**config.mk**
```make
export PLATFORM = sky130hd
export DESIGN_NAME = qsd_debug
export DESIGN_NICKNAME = d
export VERILOG_FILES = /design/src/qsd_pkg.sv /design/src/qsd_debug.sv /design/src/qsd_queue_mem.sv
export VERILOG_INCLUDE_DIRS = /design/src
export SDC_FILE = /design/constraint.sdc
export NUM_CORES = 1
export LEC_CHECK = 0
export ABC_AREA = 0
export BUFFER_PORTS_ARGS = -buffer_cell sky130_fd_sc_hd__buf_2
export CAP_MARGIN = 0
export CORE_MARGIN = 1
export CORE_UTILIZATION = 43
export CTS_BUF_LIST = sky130_fd_sc_hd__clkbuf_4
export CTS_CLUSTER_DIAMETER = 150
export DETAILED_ROUTE_END_ITERATION = 12
export GPL_ROUTABILITY_DRIVEN = 1
export PLACE_DENSITY = 0.7
export SLEW_MARGIN = 10
export SYNTH_ARGS = -nofsm -noshare
export SYNTH_HDL_FRONTEND = slang
export SYNTH_HIERARCHICAL = 1
export SYNTH_SLANG_ARGS = --single-unit
```
**constraint.sdc**
```tcl
create_clock -name clock -period 2.3 [get_ports clock]
set_input_delay 0 -clock clock [delete_from_list [all_inputs] [get_ports clock]]
set_output_delay 0 -clock clock [all_outputs]
set_load 0.005 [all_outputs]
```
**src/qsd_consts.svh**
```systemverilog
`ifndef QSD_CONSTS_SVH
`define QSD_CONSTS_SVH

// Queue status codes, data-movement phase
`define QSD_MOVE_NONE 2'h0
`define QSD_MOVE_LATCH 2'h1
`define QSD_MOVE_ADV_BUS 2'h2
`define QSD_MOVE_ADV_LATCH 2'h3
// Queue status codes, execution-start phase
`define QSD_START_NONE 2'h0
`define QSD_START_INT 2'h1
`define QSD_START_EVEN 2'h2
`define QSD_START_ODD 2'h3

// Serial command opcodes
`define QSD_OP_HALT 8'h90
`define QSD_OP_BD_WRITE_BYTE 8'hC4

// Debug map
`define QSD_STATUS_ADDR 16'hFF01
`define QSD_MAP_BASE 16'hFF00
`define QSD_MAP_LAST 16'hFFFF
`define QSD_FW_ENABLE_BIT 7

// Serial timing in debug clock cycles
`define QSD_BIT_CYCLES 16
`define QSD_SAMPLE_CYCLE 10
`define QSD_TIMEOUT_CYCLES 512
`define QSD_STEAL_CYCLES 128
`define QSD_REJECT_CYCLES 4
`define QSD_WORD_BITS 16

`endif

```
**src/qsd_pkg.sv**
```systemverilog
package qsd_pkg;
  typedef enum logic [2:0] {
    QSD_IDLE, QSD_OPCODE, QSD_ADDR, QSD_DATA, QSD_WAIT_BUS
  } qsd_cmd_e;

  typedef struct packed {
    logic [1:0] move_code;
    logic [1:0] start_code;
  } qsd_status_s;

  typedef struct packed {
    logic valid;
    logic [15:0] addr;
    logic [15:0] data;
    logic high_byte;
  } qsd_write_s;
endpackage

```
**src/qsd_debug.sv**
```systemverilog
`timescale 1ns/1ps
`default_nettype none
// Notes on behaviour
// RL1 - Rising E phase reports queue data movement
// RL2 - Falling E phase reports execution start
// RL3 - Movement code describes previous falling-edge bus data
// RL4 - Start code describes cycle beginning that edge
// RL5 - Tracer samples movement rising, start falling
// RL6 - Two 16-bit stages plus holding latch
// RL7 - Advance shifts stage one, reloads it
// RL8 - Even starts high byte, odd low
// RL9 - Three program bytes ready at start
// RL10 - Instruction completes before next one begins
// RL11 - Hardware commands use free or stolen cycles
// RL12 - Firmware commands only in active background
// RL13 - Debug ROM mapped only while active
// RL14 - Host talks over single debug wire
// RL15 - Available always, must be activated first
// RL16 - Byte write to FF01 sets enable
// RL17 - Activation maps FF00-FFFF, enters background
// RL18 - Halt, tag, or enter instruction activates
// RL19 - Activation without enable resumes after delay
// RL20 - Halt activates at next instruction boundary
// RL21 - Tag activates before tagged instruction runs
// RL22 - Host falling edge starts bit, MSB first
// RL23 - Freeze CPU after 128 cycles without bus
// RL24 - Opcode 90 halts only when enabled
// RL25 - Opcode C4, address, data; odd low byte
// RL26 - Reset shows 0:0 on status pins
module qsd_debug
  import qsd_pkg::*;
#(
  parameter int WIDTH = 16,
  parameter int REJECT_CYCLES = 4
) (
  // Clock and reset
  input wire logic clock,
  input wire logic reset_n,
  input wire logic clk_en,
  // Bus phase and processor queue activity
  input wire logic bus_phase_clock,
  input wire logic [1:0] cpu_move_code,
  input wire logic cpu_move_valid,
  input wire logic [1:0] cpu_start_code,
  input wire logic [WIDTH-1:0] bus_data,
  input wire logic bus_free,
  input wire logic instr_boundary,
  input wire logic tag_hit,
  input wire logic enter_debug_instruction,
  // Debug bit clock enable
  input wire logic debug_bit_clock,
  // Debug wire, three-signal form
  input wire logic debug_wire_in,
  output logic debug_wire_out,
  output logic debug_wire_oe_n,
  // Trace and debug outputs
  output logic [1:0] queue_status_pins,
  output logic [7:0] exec_opcode,
  output logic exec_ready,
  output logic background_debug_state,
  output logic debug_map_visible,
  output logic cpu_freeze,
  output logic firmware_enable_bit,
  output qsd_write_s mem_write,
  output logic [WIDTH-1:0] stage1,
  output logic [WIDTH-1:0] stage2
);
`include "qsd_consts.svh"

  function automatic logic in_debug_map(input logic [15:0] a);
    in_debug_map = (a >= `QSD_MAP_BASE) && (a <= `QSD_MAP_LAST);
  endfunction

  qsd_status_s status_reg;
  logic phase_d_reg;
  logic [WIDTH-1:0] hold_latch;
  logic [2:0] bytes_ready_reg;
  logic [15:0] pending_ir_reg;

  // Movement code is captured from the previous low phase so the tracer
  // sees the bus data of the preceding falling edge.
  always_ff @(posedge clock or negedge reset_n) begin
    if (!reset_n) begin
      status_reg <= '0; // RL26
      phase_d_reg <= 1'b0;
    end else if (clk_en) begin
      phase_d_reg <= bus_phase_clock;
      if (!bus_phase_clock) begin
        status_reg.move_code <= cpu_move_valid ? cpu_move_code
                                               : `QSD_MOVE_NONE; // RL3
        status_reg.start_code <= cpu_start_code; // RL4
      end
    end
  end

  // High phase shows movement, low phase shows start; RL5 samples each
  always_comb begin
    if (!reset_n)
      queue_status_pins = `QSD_MOVE_NONE; // RL26
    else if (bus_phase_clock)
      queue_status_pins = status_reg.move_code; // RL1
    else
      queue_status_pins = cpu_start_code; // RL2
  end

  qsd_queue_mem #(.WIDTH(WIDTH)) u_queue (
    .clock(clock),
    .reset_n(reset_n),
    .clk_en(clk_en),
    .move_code(cpu_move_code),
    .move_valid(cpu_move_valid && !phase_d_reg && bus_phase_clock),
    .bus_data(bus_data),
    .stage1(stage1), // RL6
    .stage2(stage2),
    .hold_latch(hold_latch)
  );

  // Byte accounting: a start is honoured only with at least three bytes queued
  always_ff @(posedge clock or negedge reset_n) begin
    if (!reset_n) begin
      bytes_ready_reg <= 3'h0;
      exec_opcode <= 8'h00;
      exec_ready <= 1'b0;
    end else if (clk_en) begin
      exec_ready <= 1'b0;
      if (cpu_move_valid && !phase_d_reg && bus_phase_clock &&
          cpu_move_code != `QSD_MOVE_LATCH &&
          cpu_move_code != `QSD_MOVE_NONE && bytes_ready_reg < 3'h4)
        bytes_ready_reg <= bytes_ready_reg + 3'h2;
      if (phase_d_reg && !bus_phase_clock && bytes_ready_reg >= 3'h3) begin
        // RL9 RL10
        if (cpu_start_code == `QSD_START_EVEN) begin
          exec_opcode <= stage2[15:8]; // RL8
          exec_ready <= 1'b1;
        end else if (cpu_start_code == `QSD_START_ODD) begin
          exec_opcode <= stage2[7:0]; // RL8
          exec_ready <= 1'b1;
        end
      end
    end
  end

  // Serial receiver on the debug wire; the device never drives while
  // the host transmits, so the pin stays released here.
  qsd_cmd_e cmd_reg;
  logic wire_d_reg;
  logic [4:0] bit_cnt_reg;
  logic [3:0] cyc_cnt_reg;
  logic [9:0] idle_cnt_reg;
  logic [15:0] shift_reg;
  logic [7:0] opcode_reg;
  logic [15:0] addr_reg;
  logic [7:0] steal_cnt_reg;
  logic in_bit_reg;
  logic halt_pending_reg;
  logic activate_req;
  logic [3:0] reject_cnt_reg;
  logic got_bit;

  assign debug_wire_out = 1'b1;
  assign debug_wire_oe_n = 1'b1; // RL14
  assign got_bit = debug_bit_clock && in_bit_reg &&
                   cyc_cnt_reg == 4'(`QSD_SAMPLE_CYCLE);

  always_ff @(posedge clock or negedge reset_n) begin
    if (!reset_n) begin
      wire_d_reg <= 1'b1;
      in_bit_reg <= 1'b0;
      cyc_cnt_reg <= 4'h0;
      idle_cnt_reg <= 10'h000;
    end else if (clk_en) begin
      wire_d_reg <= debug_wire_in;
      if (wire_d_reg && !debug_wire_in) begin
        in_bit_reg <= 1'b1; // RL22
        cyc_cnt_reg <= 4'h0;
        idle_cnt_reg <= 10'h000;
      end else if (debug_bit_clock) begin
        if (in_bit_reg)
          cyc_cnt_reg <= cyc_cnt_reg + 4'h1;
        if (in_bit_reg && cyc_cnt_reg == 4'(`QSD_BIT_CYCLES - 1))
          in_bit_reg <= 1'b0;
        if (idle_cnt_reg != 10'(`QSD_TIMEOUT_CYCLES))
          idle_cnt_reg <= idle_cnt_reg + 10'h001;
      end
    end
  end

  always_ff @(posedge clock or negedge reset_n) begin
    if (!reset_n) begin
      cmd_reg <= QSD_IDLE;
      bit_cnt_reg <= 5'h00;
      shift_reg <= 16'h0000;
      opcode_reg <= 8'h00;
      addr_reg <= 16'h0000;
      steal_cnt_reg <= 8'h00;
      mem_write <= '0;
      halt_pending_reg <= 1'b0;
    end else if (clk_en) begin
      mem_write.valid <= 1'b0;
      if (halt_pending_reg && activate_req)
        halt_pending_reg <= 1'b0;
      if (idle_cnt_reg == 10'(`QSD_TIMEOUT_CYCLES) && cmd_reg != QSD_WAIT_BUS)
        cmd_reg <= QSD_IDLE;
      else
        case (cmd_reg)
          QSD_IDLE: if (got_bit) begin
            shift_reg <= {15'h0000, debug_wire_in};
            bit_cnt_reg <= 5'h01;
            cmd_reg <= QSD_OPCODE;
          end
          QSD_OPCODE: if (got_bit) begin
            shift_reg <= {shift_reg[14:0], debug_wire_in}; // RL22
            bit_cnt_reg <= bit_cnt_reg + 5'h01;
            if (bit_cnt_reg == 5'h07) begin
              opcode_reg <= {shift_reg[6:0], debug_wire_in};
              bit_cnt_reg <= 5'h00;
              if ({shift_reg[6:0], debug_wire_in} == `QSD_OP_HALT) begin
                halt_pending_reg <= 1'b1; // RL24
                cmd_reg <= QSD_IDLE;
              end else if ({shift_reg[6:0], debug_wire_in} ==
                           `QSD_OP_BD_WRITE_BYTE)
                cmd_reg <= QSD_ADDR; // RL25
              else
                cmd_reg <= QSD_IDLE;
            end
          end
          QSD_ADDR: if (got_bit) begin
            shift_reg <= {shift_reg[14:0], debug_wire_in};
            bit_cnt_reg <= bit_cnt_reg + 5'h01;
            if (bit_cnt_reg == 5'(`QSD_WORD_BITS - 1)) begin
              addr_reg <= {shift_reg[14:0], debug_wire_in};
              bit_cnt_reg <= 5'h00;
              cmd_reg <= QSD_DATA;
            end
          end
          QSD_DATA: if (got_bit) begin
            shift_reg <= {shift_reg[14:0], debug_wire_in};
            bit_cnt_reg <= bit_cnt_reg + 5'h01;
            if (bit_cnt_reg == 5'(`QSD_WORD_BITS - 1)) begin
              bit_cnt_reg <= 5'h00;
              steal_cnt_reg <= 8'h00;
              cmd_reg <= QSD_WAIT_BUS;
            end
          end
          QSD_WAIT_BUS: begin
            if (bus_free || cpu_freeze) begin // RL11
              mem_write.valid <= 1'b1;
              mem_write.addr <= addr_reg;
              mem_write.high_byte <= !addr_reg[0];
              mem_write.data <= shift_reg; // RL25
              cmd_reg <= QSD_IDLE;
            end else if (debug_bit_clock &&
                         steal_cnt_reg != 8'(`QSD_STEAL_CYCLES))
              steal_cnt_reg <= steal_cnt_reg + 8'h01;
          end
          default: cmd_reg <= QSD_IDLE;
        endcase
    end
  end

  // Freeze after the wait for a free cycle has run out, and for a short
  // spell after a refused activation so the processor resumes cleanly
  assign cpu_freeze = (cmd_reg == QSD_WAIT_BUS &&
                       steal_cnt_reg == 8'(`QSD_STEAL_CYCLES)) || // RL23
                      reject_cnt_reg != 4'h0; // RL19

  // Enable bit, written through the status address in the debug map
  always_ff @(posedge clock or negedge reset_n) begin
    if (!reset_n)
      firmware_enable_bit <= 1'b0;
    else if (clk_en && mem_write.valid &&
             mem_write.addr == `QSD_STATUS_ADDR)
      firmware_enable_bit <=
        mem_write.data[`QSD_FW_ENABLE_BIT]; // RL16
  end

  // Halt waits for a boundary; tags act before the tagged opcode runs
  assign activate_req = (halt_pending_reg && instr_boundary) || // RL20
                        tag_hit || // RL21
                        enter_debug_instruction; // RL18

  always_ff @(posedge clock or negedge reset_n) begin
    if (!reset_n) begin
      background_debug_state <= 1'b0;
      reject_cnt_reg <= 4'h0;
    end else if (clk_en) begin
      if (reject_cnt_reg != 4'h0)
        reject_cnt_reg <= reject_cnt_reg - 4'h1;
      if (activate_req && !background_debug_state) begin
        if (firmware_enable_bit)
          background_debug_state <= 1'b1; // RL15 RL17
        else
          reject_cnt_reg <= 4'(REJECT_CYCLES); // RL19
      end
    end
  end

  // Debug map exists only in active background
  assign debug_map_visible = background_debug_state &&
                             in_debug_map(`QSD_MAP_BASE); // RL12 RL13
endmodule
`default_nettype wire

```
**src/qsd_queue_mem.sv**
```systemverilog
`timescale 1ns/1ps
`default_nettype none
// Two 16-bit queue stages and the holding latch in front of them
module qsd_queue_mem #(
  parameter int WIDTH = 16
) (
  // Clock and reset
  input wire logic clock,
  input wire logic reset_n,
  input wire logic clk_en,
  // Control
  input wire logic [1:0] move_code,
  input wire logic move_valid,
  input wire logic [WIDTH-1:0] bus_data,
  // Stage contents
  output logic [WIDTH-1:0] stage1,
  output logic [WIDTH-1:0] stage2,
  output logic [WIDTH-1:0] hold_latch
);
`include "qsd_consts.svh"

  always_ff @(posedge clock or negedge reset_n) begin
    if (!reset_n) begin
      stage1 <= '0;
      stage2 <= '0;
      hold_latch <= '0;
    end else if (clk_en && move_valid) begin
      case (move_code)
        `QSD_MOVE_LATCH: hold_latch <= bus_data;
        `QSD_MOVE_ADV_BUS: begin
          stage2 <= stage1; // RL7
          stage1 <= bus_data; // RL7
        end
        `QSD_MOVE_ADV_LATCH: begin
          stage2 <= stage1; // RL7
          stage1 <= hold_latch; // RL7
        end
        default: ;
      endcase
    end
  end
endmodule
`default_nettype wire

```
# --- Word-level counts from Yosys, hierarchy flattened ---
# Cells that the tools add are included.
# Widths: inputs -> output; s select.
totals:
  reg_bits: 168
  latch_bits: 0
  mem_bits_rw: 0
  mem_bits_ro: 0
  inputBits: 31
  word_cells: 189
  memories: 0
classes:
  add_sub_neg: 6
  mul: 0
  n_div: 0
  n_lt_le_gt_ge: 2
  eq_ne: 38
  n_shift: 0
  mux: 56
  bitwise_logic: 2
  reduce_logical: 60
op_table:
  columns: ["cell", "n"]
  rows:
  - ["$mux 34", 3]
  - ["$pmux 16 s2", 2]
  - ["$mux 8", 6]
  - ["$mux 16", 2]
  - ["$mux 10", 3]
  - ["$mux 3", 9]
  - ["$ne 3x3->1 const B", 9]
  - ["$mux 5", 5]
  - ["$eq 8x8->1 const B", 3]
  - ["$mux 4", 6]
  - ["$logic_and 1x1->1", 20]
  - ["$reduce_bool 2->1", 9]
  - ["$eq 16x16->1 const B", 1]
  - ["$pmux 8 s2", 1]
  - ["$pmux 3 s5", 1]
  - ["$pmux 5 s3", 1]
  - ["$reduce_and 3->1", 5]
  - ["$mux 1", 12]
  - ["$ne 2x2->1 const B", 6]
  - ["$add 10x1->10 const B", 1]
  - ["$eq 10x10->1 const B", 1]
  - ["$mux 2", 5]
  - ["$ne 10x10->1 const B", 1]
  - ["$reduce_and 2->1", 5]
  - ["30 further kinds", 47]

# --- Logic depth before layout (Yosys ltp) ---
depth:
  depth_word: 10
  mapped_depth: 9

# --- Cells and area by module ---
# Netlist, hierarchy kept.
modules_own_cells:
  columns: ["mod", "instances", "cells_per_inst", "area_per_inst_um2", "seq_area_each_um2"]
  rows:
  - ["qsd_debug", 1, 504, 5755.5, 2979.1]
  - ["qsd_queue_mem", 1, 143, 2093.3, 1201.2]

# --- Least setup slack after synthesis ---
# OpenSTA, ideal clock, no wires.
synth_path:
  path_type: "register to register"
  startpoint: "register bit_cnt_reg[0]"
  endpoint: "register addr_reg[10]"
  setup_time_ns: 0.125
  arrival_ns: 1.978
  required_ns: 2.175
  setup_slack_ns: 0.198
  path_stages_with_launch: 9
  synth_period_minus_slack_ns: 2.102
  path_cell_list: "dfrtp_1 > ha_1 > and3_1 > ha_1 > and3b_1 > and3b_1 > nand3b_2 > buf_4 > mux2_2"
synth_between:
  elab_chain_len: 2
synth_rtl:
  columns: ["item", "line", "text"]
  rows:
  - ["start, declared", "qsd_debug.sv:147", "logic [4:0] bit_cnt_reg;"]
  - ["start signal, assigned", "qsd_debug.sv:213", "bit_cnt_reg <= bit_cnt_reg + 5'h01;"]
  - ["start signal, assigned", "qsd_debug.sv:229", "bit_cnt_reg <= bit_cnt_reg + 5'h01;"]
  - ["start signal, assigned", "qsd_debug.sv:238", "bit_cnt_reg <= bit_cnt_reg + 5'h01;"]
  - ["$eq 5x4->1", "qsd_debug.sv:230", "if (bit_cnt_reg == 5'(`QSD_WORD_BITS - 1)) begin"]
  - ["$reduce_and 5->1 (no source line)", null, null]
  - ["end signal, assigned", "qsd_debug.sv:231", "addr_reg <= {shift_reg[14:0], debug_wire_in};"]
  - ["end, declared", "qsd_debug.sv:152", "logic [15:0] addr_reg;"]
# Every way passes these cells.
# A chain may end at the register's enable or synchronous reset.

# --- Worst setup path in the final report ---
layout_path:
  startpoint: "register bit_cnt_reg[0]"
  endpoint: "register addr_reg[5]"
# Same word-level chain as after synthesis.

==> run metrics <==
largest clock skew in the final design 24.2 ps; kind of path behind the tightest hold check in2async; biggest fanout along the worst timing path 16; # nets final 836; number of synthesized register bits 167; max reg flops 34; Yosys warning count 6; Setup-failing EPs final 0; area of combinational cells with multiple inputs 0.00335 mm²; proportion of synthesized flip-flops having asynchronous set or reset 1.00; average cell area after synthesis 12.1 µm²; final WL 16700 µm; peak supply drop 0.463 mV; design internal power 4.75 mW; number of flops mapped to enable cells by yosys 0; area delta synth->final 18.2%; via/cell ratio 5.26; worst slew slack as a fraction of its limit 0.559; most used flip-flop cell after synthesis sky130_fd_sc_hd__dfrtp_1; weighted congestion at the end of routability-driven global placement 0.798; final period utilization 0.924; maxcap violations 0; part of the total power dissipated in sequential elements 0.544; Layout Utilization 0.518; element type at the critical path start flop; actual slew at the worst max-slew pin 652 ps; netlist area before placement 0.00785 mm²; area of all placed cells without fillers 0.00927 mm²; Cells after DPL 973; setup tns final 0 ps; GRT overflow 0; antenna viol nets, final 0; number of H-tree levels 4; floorplan core area 0.0179 mm²; number of global-route vias before repair 5375; number of design rule violations left after detail routing 0; unrepaired setup endpoints after global routing false; largest net degree at the start of global routing 55; Clock power frac 0.281; number of antenna violations at the first check in global routing 2; first-pass GRT wire length 27500 µm; post-layout minimum cycle time 2130 ps; number of buffers added by the clock tree synthesis step 17; DIE AREA 0.0188 mm²; Power per Cell Area 726 mW/mm²; count of fill cells added during filler insertion 1589; clock network latency to the later pin of the worst-skew pair 580 ps; CTS Root Buffer Type sky130_fd_sc_hd__clkbuf_4; Pins Over Slew Limit 0; cell accounting for the most synthesized area sky130_fd_sc_hd__dfrtp_1; setup fix buffers added after clock tree synthesis 0; input/output buffers 111; register with the most flip-flops mem_write; Clock Pin Slew Worst Setup and Hold Paths 150 ps; Total Power 6.73 mW; required arrival time at the worst endpoint 2760 ps; maximum clock frequency 0.470 GHz; cell count of the worst reg-to-reg path 8; global-route usage over all layers 0.190; fraction of power spent switching nets 0.295; post-route insts no fill 1038; instance area at placement 0.00860 mm²; sequential-to-total area share from yosys stat 0.533; clk buf depth 2; die outline height 137 µm; top post-synthesis cells by area sky130_fd_sc_hd__dfrtp_1 (53%), sky130_fd_sc_hd__mux2_4 (7.8%), sky130_fd_sc_hd__mux2_2 (6.2%); FF-to-FF End addr_reg[5]; outcome completed; endpoint type of the worst setup path flop; count of different cell masters after synthesis 69; routed length per placed instance 16.1 µm; clock sink count 167; count of pins on the block boundary 114; Yosys top cell area share 0.529; category of the critical setup timing path reg2reg; final hold viol count 0; Synth Instances 647; routed via count 5462; Sw Pwr 1.99 mW; detailed-router iteration count before antenna repair 5; standard-cell row count 49; worst r2r src bit_cnt_reg[0]; share of post-route cells with drive strength above 1 0.327; initial cell density of the core 0.438; area taken by flip-flops and latches 0.00418 mm²; initial detailed-routing violation count 296; portion of total power attributed to combinational logic 0.175; data arrival time of the critical path 2590 ps; minimum setup slack among reg-to-reg paths 170 ps; HPWL Detailed 11400 µm; horizontal die dimension 137 µm; cell leakage power 4.56 nW; clock tree from TritonCTS done
==> cell usage in the layout (no fill, tap or decap), types with 5 or more instances in the layout <==
cell type / count
sky130_fd_sc_hd__o21ai_0: 42
sky130_fd_sc_hd__inv_1: 15
sky130_fd_sc_hd__buf_4: 19
sky130_fd_sc_hd__nand2_1: 64
sky130_fd_sc_hd__a31oi_1: 21
sky130_fd_sc_hd__a21o_1: 6
sky130_fd_sc_hd__o31ai_1: 7
sky130_fd_sc_hd__clkbuf_4: 17
sky130_fd_sc_hd__nand3_1: 18
sky130_fd_sc_hd__buf_2: 110
sky130_fd_sc_hd__nand2b_1: 5
sky130_fd_sc_hd__mux2i_1: 27
sky130_fd_sc_hd__nor3_1: 5
sky130_fd_sc_hd__dfrtp_1: 166
sky130_fd_sc_hd__ha_1: 11
sky130_fd_sc_hd__a21oi_1: 23
sky130_fd_sc_hd__nand4_1: 8
sky130_fd_sc_hd__clkinv_4: 5
sky130_fd_sc_hd__mux2_2: 43
sky130_fd_sc_hd__xor2_1: 7
sky130_fd_sc_hd__dlygate4sd3_1: 30
sky130_fd_sc_hd__nor2b_1: 6
sky130_fd_sc_hd__nor2_1: 26
sky130_fd_sc_hd__and3_1: 5
sky130_fd_sc_hd__mux2_4: 41
==> critical path, stage by stage, from the launching register on <==
cell                       delay (ps)
sky130_fd_sc_hd__dfrtp_1          430
sky130_fd_sc_hd__ha_1             240
sky130_fd_sc_hd__and3_1           170
sky130_fd_sc_hd__ha_1             190
sky130_fd_sc_hd__and3b_1          160
sky130_fd_sc_hd__and3b_1          210
sky130_fd_sc_hd__nand3b_2         120
sky130_fd_sc_hd__buf_12           160
sky130_fd_sc_hd__mux2_2           330
==> repair_timing <==
action	4_1_cts	5_1_grt
hold buffers	31	0
hold endpoints to repair	236	0
resized for setup	0	5
endpoints found under the setup margin	0	6
==> worst max path at each step <==
| stage | from | endpoint | slack [ps] | cells after the start |
|---|---|---|---|---|
| floorplan | bit_cnt_reg[0] | addr_reg[10] | 200 | 8 |
| global placement | bit_cnt_reg[0] | steal_cnt_reg[5] | 140 | 8 |
| detailed placement | bit_cnt_reg[0] | steal_cnt_reg[5] | 60 | 8 |
| CTS | bit_cnt_reg[0] | steal_cnt_reg[5] | 80 | 8 |
| global route | bit_cnt_reg[0] | steal_cnt_reg[6] | 8 | 8 |
| finish | bit_cnt_reg[0] | addr_reg[5] | 170 | 8 |
==> stage by stage <==
stage | setup slack (ps) | hold slack (ps)
2_1_floorplan | 198 | -296
3_3_place_gp | 136 | 23.2
3_5_place_dp | 56.2 | 21.3
4_1_cts | 81.9 | 2.11
5_1_grt | 8.35 | 8.85
6_report | 174 | 30.5
==> cell usage after synthesis, types with 6 or more instances <==
library cell,number
sky130_fd_sc_hd__nand3_1,18
sky130_fd_sc_hd__o31ai_1,7
sky130_fd_sc_hd__a21o_1,6
sky130_fd_sc_hd__xor2_1,7
sky130_fd_sc_hd__inv_1,15
sky130_fd_sc_hd__buf_2,7
sky130_fd_sc_hd__o21ai_0,44
sky130_fd_sc_hd__mux2_2,43
sky130_fd_sc_hd__nand4_1,8
sky130_fd_sc_hd__dfrtp_1,166
sky130_fd_sc_hd__clkbuf_1,9
sky130_fd_sc_hd__mux2_4,41
sky130_fd_sc_hd__nor2_1,26
sky130_fd_sc_hd__nor2b_1,6
sky130_fd_sc_hd__buf_6,10
sky130_fd_sc_hd__ha_1,11
sky130_fd_sc_hd__mux2i_1,27
sky130_fd_sc_hd__a31oi_1,21
sky130_fd_sc_hd__a21oi_1,23
sky130_fd_sc_hd__nand2_1,64
==> routing by layer <==
metal	GRT usage	up-vias	part of all wire
met4	0.0519	0	0.011
met3	0.0452	15	0.037
met2	0.292	102	0.48
met5	0	-	0
met1	0.267	2707	0.47
li1	-	2638	-
==> power by group through the flow <==
stage | Sequential, mW | Clock, mW | Combinational [mW]
global placement | 3.72 | 0 | 1.10
finish | 3.66 | 1.89 | 1.18
detailed placement | 3.72 | 0 | 1.13
global route | 3.72 | 2.07 | 1.31
floorplan | 3.66 | 0 | 0.628
CTS | 3.66 | 1.95 | 1.19
==> logic make-up after synthesis <==
family	Yosys count	share of synthesized area
DFF	167	0.533
and+or+nand+nor	172	0.122
other	1	0.000478
xor gates and xnor gates	9	0.0100
buffers and inverters	51	0.0430
muxes	113	0.177
adders and majority gates	11	0.0175
AOI/OAI and AO/OA	123	0.0964
==> layout make-up <==
cell class                 instances  share of cell area
clock buffer                      17              0.0138
sequential                       167               0.451
inverter                          15             0.00607
timing repair buffer             163               0.116
tap                              229              0.0309
multi-input combinational        430               0.362
clock inverter                    15              0.0208
antenna                            2            0.000540
No activity file was read; power rests on OpenSTA's default activity.
